--- src/rtl/liutp_pkg.sv ---
// Constants, types and register layout of the transmit pattern block.
//
// Operation
// - Select 00 passes normal rail data.
// - Mode bits choose DS3, E3 or STS-1.
// - Select 01 sends unframed all ones.
// - Select 01, DS3 with sonet bit: AIS.
// - Select 11 sends rate dependent PRBS.
// - Receive checker pattern follows line mode.
// - Pins 01: receive path, 16-bit buffer.
// - Pins 10: transmit path, 16-bit buffer.
// - Pins 11: transmit 32-bit; 00 disabled.
// - Select pair chooses the port's source.
package liutp_pkg;

  localparam int ADDR_W = 8;
  localparam int DATA_W = 32;

  // Register indices; the byte address is four times the index.
  localparam logic [5:0] IDX_CONFIG = 6'h00;
  localparam logic [5:0] IDX_TX_CFG = 6'h01;
  localparam logic [5:0] IDX_RX_CFG = 6'h02;
  localparam logic [5:0] IDX_STATUS = 6'h03;
  localparam logic [5:0] IDX_LATCHED = 6'h04;

  localparam int CFG_E3_BIT = 7;
  localparam int CFG_SONET_BIT = 6;
  localparam int CFG_SEL_A_BIT = 3;
  localparam int CFG_SEL_B_BIT = 2;
  localparam logic [7:0] CFG_WMASK = 8'hcc;
  localparam int TX_JA_BIT = 4;
  localparam int RX_JA_BIT = 4;
  localparam logic [7:0] JA_WMASK = 8'h10;
  localparam logic [7:0] CFG_RESET = 8'h00;

  localparam int ST_SYNC_BIT = 4;
  localparam int ST_JA_TX_BIT = 2;
  localparam int ST_JA_EN_BIT = 1;
  localparam int ST_JA_D32_BIT = 0;
  localparam int LAT_ERR_BIT = 3;

  // DS3 M-frame layout.
  localparam logic [6:0] AIS_BLOCK_LAST = 7'h54;
  localparam logic [2:0] AIS_BLKS_LAST = 3'h7;
  localparam logic [2:0] AIS_SUBS_LAST = 3'h6;
  localparam logic AIS_P_BIT = 1'b0;

  localparam logic [22:0] PRBS_SEED = 23'h7fffff;
  localparam int PRBS_SYNC_COUNT = 32;

  typedef enum logic [2:0] {
    SRC_NORMAL,
    SRC_ONES,
    SRC_AIS,
    SRC_MARK3,
    SRC_PRBS
  } liutp_src_t;

  typedef struct packed {
    logic pos;
    logic neg;
  } liutp_line_t;

  typedef struct packed {
    logic enable;
    logic tx_path;
    logic depth_32;
  } liutp_ja_t;

endpackage

--- src/rtl/liutp_top.sv ---
// Transmit source selection, pattern generators, PRBS checker and jitter
// attenuator placement behind an APB register slave.
//
// The APB interface to the registers and the address map were chosen for this implementation.
`timescale 1ns/1ps
`default_nettype none
module liutp_top #(
  parameter int SYNC_COUNT = liutp_pkg::PRBS_SYNC_COUNT
) (
  input wire logic sys_clk,
  input wire logic reset,
  input wire logic psel,
  input wire logic penable,
  input wire logic pwrite,
  input wire logic [liutp_pkg::ADDR_W-1:0] paddr,
  input wire logic [liutp_pkg::DATA_W-1:0] pwdata,
  output logic [liutp_pkg::DATA_W-1:0] prdata,
  output logic pready,
  output logic pslverr,
  input wire logic hw_mode,
  input wire logic tx_jitter_atten_pin,
  input wire logic rx_jitter_atten_pin,
  input wire logic tx_positive_rail,
  input wire logic tx_negative_rail,
  input wire logic rx_prbs_data,
  input wire logic rx_prbs_valid,
  output liutp_pkg::liutp_line_t line_out,
  output liutp_pkg::liutp_ja_t ja_cfg,
  output logic prbs_sync
);

  typedef struct packed {
    logic [7:0] cfg;
    logic [7:0] tx_cfg;
    logic [7:0] rx_cfg;
    logic err_lat;
    logic [liutp_pkg::DATA_W-1:0] rdata;
    logic [1:0] mark_cnt;
    logic [6:0] ais_bit;
    logic [2:0] ais_blk;
    logic [2:0] ais_sub;
    logic [22:0] lfsr;
    logic [22:0] rx_sh;
    logic [5:0] match_cnt;
    logic sync;
    liutp_pkg::liutp_line_t line;
    liutp_pkg::liutp_ja_t ja;
  } liutp_state_t;

  liutp_state_t s_q;
  liutp_state_t s_d;

  logic [5:0] idx;
  logic hit;
  logic wr_en;
  logic rd_setup;
  logic e3_mode;
  logic sonet_mode;
  logic prbs_long;
  logic sel_a;
  logic sel_b;
  liutp_pkg::liutp_src_t src;
  logic ais_val;
  logic prbs_fb;
  logic rx_bit;
  logic rx_pred;
  logic gen_bit;
  logic tx_ja_sel;
  logic rx_ja_sel;
  logic err_event;

  assign idx = paddr[7:2];
  assign hit = (paddr[1:0] == 2'h0) && (idx <= liutp_pkg::IDX_LATCHED);
  assign wr_en = psel && penable && pwrite && hit;
  assign rd_setup = psel && !penable && !pwrite;
  assign pready = 1'b1;
  assign pslverr = psel && penable && !hit;
  assign prdata = s_q.rdata;
  assign line_out = s_q.line;
  assign ja_cfg = s_q.ja;
  assign prbs_sync = s_q.sync;

  assign e3_mode = s_q.cfg[liutp_pkg::CFG_E3_BIT];
  assign sonet_mode = s_q.cfg[liutp_pkg::CFG_SONET_BIT];
  assign sel_a = s_q.cfg[liutp_pkg::CFG_SEL_A_BIT];
  assign sel_b = s_q.cfg[liutp_pkg::CFG_SEL_B_BIT];
  // Only E3 uses the long sequence; DS3 and STS-1 share the short one.
  assign prbs_long = e3_mode && !sonet_mode;

  // The generated patterns assume the host keeps the mode steady while a
  // pattern is selected, so no resynchronisation on mode change is done.
  always_comb begin
    src = liutp_pkg::SRC_NORMAL;
    case ({sel_a, sel_b})
      2'b00: src = liutp_pkg::SRC_NORMAL;
      2'b01: begin
        if (!e3_mode && sonet_mode) begin
          src = liutp_pkg::SRC_AIS;
        end else begin
          src = liutp_pkg::SRC_ONES;
        end
      end
      2'b10: src = liutp_pkg::SRC_MARK3;
      2'b11: src = liutp_pkg::SRC_PRBS;
      default: src = liutp_pkg::SRC_NORMAL;
    endcase
  end

  // DS3 AIS: alarm payload 1010 with C-bits zero and valid framing bits.
  always_comb begin
    ais_val = 1'b0;
    if (s_q.ais_bit != 7'h00) begin
      ais_val = s_q.ais_bit[0];
    end else begin
      case (s_q.ais_blk)
        3'h0: begin
          case (s_q.ais_sub)
            3'h0: ais_val = 1'b1;
            3'h1: ais_val = 1'b1;
            3'h2: ais_val = liutp_pkg::AIS_P_BIT;
            3'h3: ais_val = liutp_pkg::AIS_P_BIT;
            3'h4: ais_val = 1'b0;
            3'h5: ais_val = 1'b1;
            default: ais_val = 1'b0;
          endcase
        end
        3'h1: ais_val = 1'b1;
        3'h7: ais_val = 1'b1;
        default: ais_val = 1'b0;
      endcase
    end
  end

  assign prbs_fb = prbs_long ? (s_q.lfsr[22] ^ s_q.lfsr[17])
                             : (s_q.lfsr[14] ^ s_q.lfsr[13]);
  assign rx_bit = !rx_prbs_data;
  assign rx_pred = prbs_long ? (s_q.rx_sh[22] ^ s_q.rx_sh[17])
                             : (s_q.rx_sh[14] ^ s_q.rx_sh[13]);

  always_comb begin
    gen_bit = 1'b0;
    case (src)
      liutp_pkg::SRC_ONES: gen_bit = 1'b1;
      liutp_pkg::SRC_AIS: gen_bit = ais_val;
      liutp_pkg::SRC_MARK3: gen_bit = (s_q.mark_cnt == 2'h0);
      liutp_pkg::SRC_PRBS: gen_bit = !prbs_fb;
      default: gen_bit = 1'b0;
    endcase
  end

  assign tx_ja_sel = hw_mode ? tx_jitter_atten_pin
                             : s_q.tx_cfg[liutp_pkg::TX_JA_BIT];
  assign rx_ja_sel = hw_mode ? rx_jitter_atten_pin
                             : s_q.rx_cfg[liutp_pkg::RX_JA_BIT];
  assign err_event = rx_prbs_valid && s_q.sync && (rx_bit != rx_pred);

  always_comb begin
    s_d = s_q;

    // Register writes take effect in the access phase.
    if (wr_en) begin
      case (idx)
        liutp_pkg::IDX_CONFIG:
          s_d.cfg = pwdata[7:0] & liutp_pkg::CFG_WMASK;
        liutp_pkg::IDX_TX_CFG:
          s_d.tx_cfg = pwdata[7:0] & liutp_pkg::JA_WMASK;
        liutp_pkg::IDX_RX_CFG:
          s_d.rx_cfg = pwdata[7:0] & liutp_pkg::JA_WMASK;
        liutp_pkg::IDX_LATCHED: begin
          if (pwdata[liutp_pkg::LAT_ERR_BIT]) begin
            s_d.err_lat = 1'b0;
          end
        end
        default: s_d.cfg = s_q.cfg;
      endcase
    end
    // A new error beats a clear in the same cycle.
    if (err_event) begin
      s_d.err_lat = 1'b1;
    end

    // Read data is captured in the setup phase for the access phase.
    // An unmapped read returns zero, whatever the index bits say.
    if (rd_setup && !hit) begin
      s_d.rdata = '0;
    end else if (rd_setup) begin
      s_d.rdata = '0;
      case (idx)
        liutp_pkg::IDX_CONFIG: s_d.rdata[7:0] = s_q.cfg;
        liutp_pkg::IDX_TX_CFG: s_d.rdata[7:0] = s_q.tx_cfg;
        liutp_pkg::IDX_RX_CFG: s_d.rdata[7:0] = s_q.rx_cfg;
        liutp_pkg::IDX_STATUS: begin
          s_d.rdata[liutp_pkg::ST_SYNC_BIT] = s_q.sync;
          s_d.rdata[liutp_pkg::ST_JA_TX_BIT] = s_q.ja.tx_path;
          s_d.rdata[liutp_pkg::ST_JA_EN_BIT] = s_q.ja.enable;
          s_d.rdata[liutp_pkg::ST_JA_D32_BIT] = s_q.ja.depth_32;
        end
        liutp_pkg::IDX_LATCHED:
          s_d.rdata[liutp_pkg::LAT_ERR_BIT] = s_q.err_lat;
        default: s_d.rdata = '0;
      endcase
    end

    // Pattern sequencers run freely so a selection starts at once.
    if (s_q.mark_cnt == 2'h2) begin
      s_d.mark_cnt = 2'h0;
    end else begin
      s_d.mark_cnt = s_q.mark_cnt + 2'h1;
    end

    if (s_q.ais_bit == liutp_pkg::AIS_BLOCK_LAST) begin
      s_d.ais_bit = 7'h00;
      if (s_q.ais_blk == liutp_pkg::AIS_BLKS_LAST) begin
        s_d.ais_blk = 3'h0;
        if (s_q.ais_sub == liutp_pkg::AIS_SUBS_LAST) begin
          s_d.ais_sub = 3'h0;
        end else begin
          s_d.ais_sub = s_q.ais_sub + 3'h1;
        end
      end else begin
        s_d.ais_blk = s_q.ais_blk + 3'h1;
      end
    end else begin
      s_d.ais_bit = s_q.ais_bit + 7'h01;
    end

    // A zero state would lock the generator up, so it is reseeded.
    if (s_q.lfsr == 23'h000000) begin
      s_d.lfsr = liutp_pkg::PRBS_SEED;
    end else begin
      s_d.lfsr = {s_q.lfsr[21:0], prbs_fb};
    end

    // Self-synchronising checker: it locks after a run of good bits.
    if (rx_prbs_valid) begin
      s_d.rx_sh = {s_q.rx_sh[21:0], rx_bit};
      if (rx_bit == rx_pred) begin
        if (s_q.match_cnt == 6'(SYNC_COUNT - 1)) begin
          s_d.sync = 1'b1;
        end else begin
          s_d.match_cnt = s_q.match_cnt + 6'h01;
        end
      end else begin
        s_d.match_cnt = 6'h00;
        s_d.sync = 1'b0;
      end
    end

    if (src == liutp_pkg::SRC_NORMAL) begin
      s_d.line.pos = tx_positive_rail;
      s_d.line.neg = tx_negative_rail;
    end else begin
      s_d.line.pos = gen_bit;
      s_d.line.neg = 1'b0;
    end

    s_d.ja.enable = tx_ja_sel || rx_ja_sel;
    s_d.ja.tx_path = tx_ja_sel;
    s_d.ja.depth_32 = tx_ja_sel && rx_ja_sel;
  end

  always_ff @(posedge sys_clk or posedge reset) begin
    if (reset) begin
      s_q <= '0;
      s_q.cfg <= liutp_pkg::CFG_RESET;
      s_q.lfsr <= liutp_pkg::PRBS_SEED;
    end else begin
      s_q <= s_d;
    end
  end

endmodule
`default_nettype wire

--- config.mk ---
export PLATFORM = sky130hd
export DESIGN_NAME = liutp_top
export DESIGN_NICKNAME = d
export VERILOG_FILES = /design/src/rtl/liutp_pkg.sv /design/src/rtl/liutp_top.sv
export SDC_FILE = /design/constraint.sdc
export NUM_CORES = 1
export LEC_CHECK = 0
export BUFFER_PORTS_ARGS = -buffer_cell sky130_fd_sc_hd__buf_2
export CAP_MARGIN = 10
export CORE_ASPECT_RATIO = 2
export CORE_MARGIN = 8
export CORE_UTILIZATION = 45
export DETAILED_ROUTE_END_ITERATION = 16
export PLACE_DENSITY = 0.68
export SYNTH_ARGS = -nofsm -noshare
export SYNTH_HDL_FRONTEND = slang
export SYNTH_SLANG_ARGS = --single-unit
--- constraint.sdc ---
create_clock -name sys_clk -period 3.1 [get_ports sys_clk]
set_clock_uncertainty 0.1 [all_clocks]
set_input_delay 0.62 -clock sys_clk [delete_from_list [all_inputs] [get_ports sys_clk]]
set_output_delay 0.62 -clock sys_clk [all_outputs]
set_load 0.03 [all_outputs]
==> results.json <==
{
  "period_minus_slack_ps": 2530,
  "cts.path.max_buffers": 2,
  "grt_max_degree": 88,
  "total_power_mw": 2.86,
  "ys_ff_latch": 87,
  "crit_buf_inv": 2,
  "synth_top_cell_area_share": 0.398,
  "yosysSeqAreaShare": 0.548,
  "grt_pass1_vias": 2389,
  "hold_buffers": 0,
  "fin_nets": 439,
  "crit_chain": "buf_2, or4_4, nor2_1, nand2_1, and3_1, buf_2",
  "cts_sinks": 87,
  "postCtsSetupBuffers": 0,
  "first_iter_violations": 103,
  "maxCapViolCount": 0,
  "slew_headroom": 0.522,
  "yosys.cell_count.top_type": "dfrtp_1",
  "start_util": 0.456,
  "hpwl_um": 4680,
  "syn_inst": 352,
  "nFillCells": 803,
  "critPathTopFamily": "simple AND/OR/NAND/NOR gates",
  "numCtsBuffers": 9,
  "cp_slowest_cell": "or4_4",
  "fmax_mhz": 395,
  "path_common_cell": "buf_2",
  "rsz0062_at_grt": "no",
  "multi_input_area_mm2": 0.00154,
  "worstSkewPairLatency_ps": 330,
  "worstMarginPinSlew_ps": 714,
  "grt_pass1_wl_um": 11300,
  "drt-total-wl_um": 6620,
  "async_reset_ff_frac": 1.00,
  "reg2reg_depth": 5,
  "critPathMaxFanout": 5,
  "reg2reg_from": "s_q[64]",
  "antenna_cells": 0,
  "arrival_ps": 1810,
  "num_rows": 49,
  "clockRootBuffer": "clkbuf_16",
  "drc_errors": 0,
  "drv_slew": 0,
  "netlist_area_mm2": 0.00402,
  "gp_congestion": 0.731,
  "register_area_mm2": 0.00221,
  "avgSynthCellArea_um2": 11.4,
  "vias": 2412,
  "routed_via_density": 4.95,
  "die_height_um": 150,
  "drive_gt1_frac": 0.351,
  "tns_ps": 0,
  "start_kind": "input pin",
  "status": "finished clean",
  "r2r_setup_slack_ps": 1080,
  "worstSetupStartpoint": "paddr[0]",
  "synth.distinct_cells": 47,
  "drtAntennaViolNets": 0,
  "ioPinCount": 92,
  "dieArea_mm2": 0.0124,
  "setup_violations": 0,
  "cpPeakStageDelay_ps": 560,
  "area_growth_pct": 10.2,
  "synth_area_leaders": "dfrtp_1 40%, dfstp_2 15%, mux2_2 8.1%",
  "grt-ovfl-total": 0,
  "cp.required_ps": 2380,
  "first_pass_iters": 4,
  "synth-edff-count": 0,
  "cts_resized": 0,
  "core_mm2": 0.00883,
  "die_w_um": 82.9,
  "h-tree-depth": 3,
  "fin_hold_ws_ps": 276,
  "hold_viol": 0,
  "r2r-end": "s_q[63]",
  "wire_per_inst_um": 13.6,
  "p_per_area_mw_per_mm2": 646,
  "cts_tree": "built",
  "track_usage": 0.111,
  "port_buffers": 38,
  "yosys-top-cells-count": "64 x dfrtp_1, 38 x buf_4, 29 x mux2_2, 25 x nor2_1, 23 x dfstp_2",
  "critPathCaptureType": "primary output",
  "p_leak_nw": 2.10,
  "yosys.area.top_type": "dfrtp_1",
  "yosys_most_used_dff": "dfrtp_1",
  "hold_class": "in2async",
  "synth_warnings": 0,
  "antenna_found_initial": 0,
  "clk_pin_slew_worst_paths_ps": 60,
  "ir_drop_uv": 492,
  "finalCritPeriodShare": 0.818,
  "crit_type": "in2out"
}
-- power by group --
part | internal, mW | switching (mW)
Combinational | 0.189 | 0.196
Clock | 0.624 | 0.420
Sequential | 1.33 | 0.101
-- stage by stage --
step / cells / util / cell area, um^2 / setup slack, ps
3_5_place_dp: 471 / 0.469 / 4140 / 469
6_report: 487 / 0.502 / 4430 / 566
2_1_floorplan: 376 / - / 4110 / 168
3_3_place_gp: 471 / 0.469 / 4140 / 471
5_1_grt: 487 / 0.502 / 4430 / 513
4_1_cts: 487 / 0.502 / 4430 / 569
-- worst min-delay path, cell delays in order --
cell and delay (ps):
buf_2 100, clkinv_2 50, buf_12 360
-- per-layer routing --
layer	global-route usage	vias to the layer above	share of wire	wire (um)
met2	0.167	48	0.44	2930
met3	0.0452	9	0.060	397
met1	0.136	1155	0.48	3160
met4	0.0531	0	0.019	129
li1	-	1200	-	-
met5	0	-	0	0
-- kinds of logic (layout without fill, tap and decap cells) --
kind of cell               Yosys count  in the layout  share of synthesized area
AOI/OAI and AO/OA                   33             33                     0.0519
buffers and inverters               59             68                     0.0908
muxes                               37             37                      0.101
adders and majority gates            7              7                     0.0218
other                                2             26                    0.00187
DFF                                 87             87                      0.548
xor gates and xnor gates            10             10                     0.0218
and+or+nand+nor                    117            117                      0.162
-- flip-flops by register name (all words and copies together), names as in the netlist --
register   count
e3_mode        1
s_q           73
ja_cfg         3
prbs_sync      1
line_out       2
prdata         7
-- area by class of cell --
class / count / area share
clock buffer: 11 / 0.0525
clock inverter: 5 / 0.0133
inverter: 11 / 0.00959
multi-input combinational: 230 / 0.348
sequential: 87 / 0.497
tap: 102 / 0.0288
timing repair buffer: 41 / 0.0508
-- worst max-delay path by stage --
stage | to | cells past startpoint
after floorplan | e3_mode | 1
after detailed placement | s_q[124] | 5
after global placement | s_q[124] | 5
final | pslverr | 6
after CTS | pslverr | 6
after global routing | pslverr | 6
-- cell usage in the layout, fill, tap and decap left out, types with 7 or more instances in the layout --
cell	Yosys	routed
or2_2	22	22
ha_1	7	7
nand3_1	9	9
mux2i_1	8	8
nand2_1	20	20
o21ai_0	14	14
dfrtp_1	64	64
conb_1	2	26
inv_1	11	10
nor2_1	25	25
buf_2	0	38
dfstp_2	23	23
mux2_2	29	29
clkbuf_16	0	9
Power figures use the tool's default switching activity.
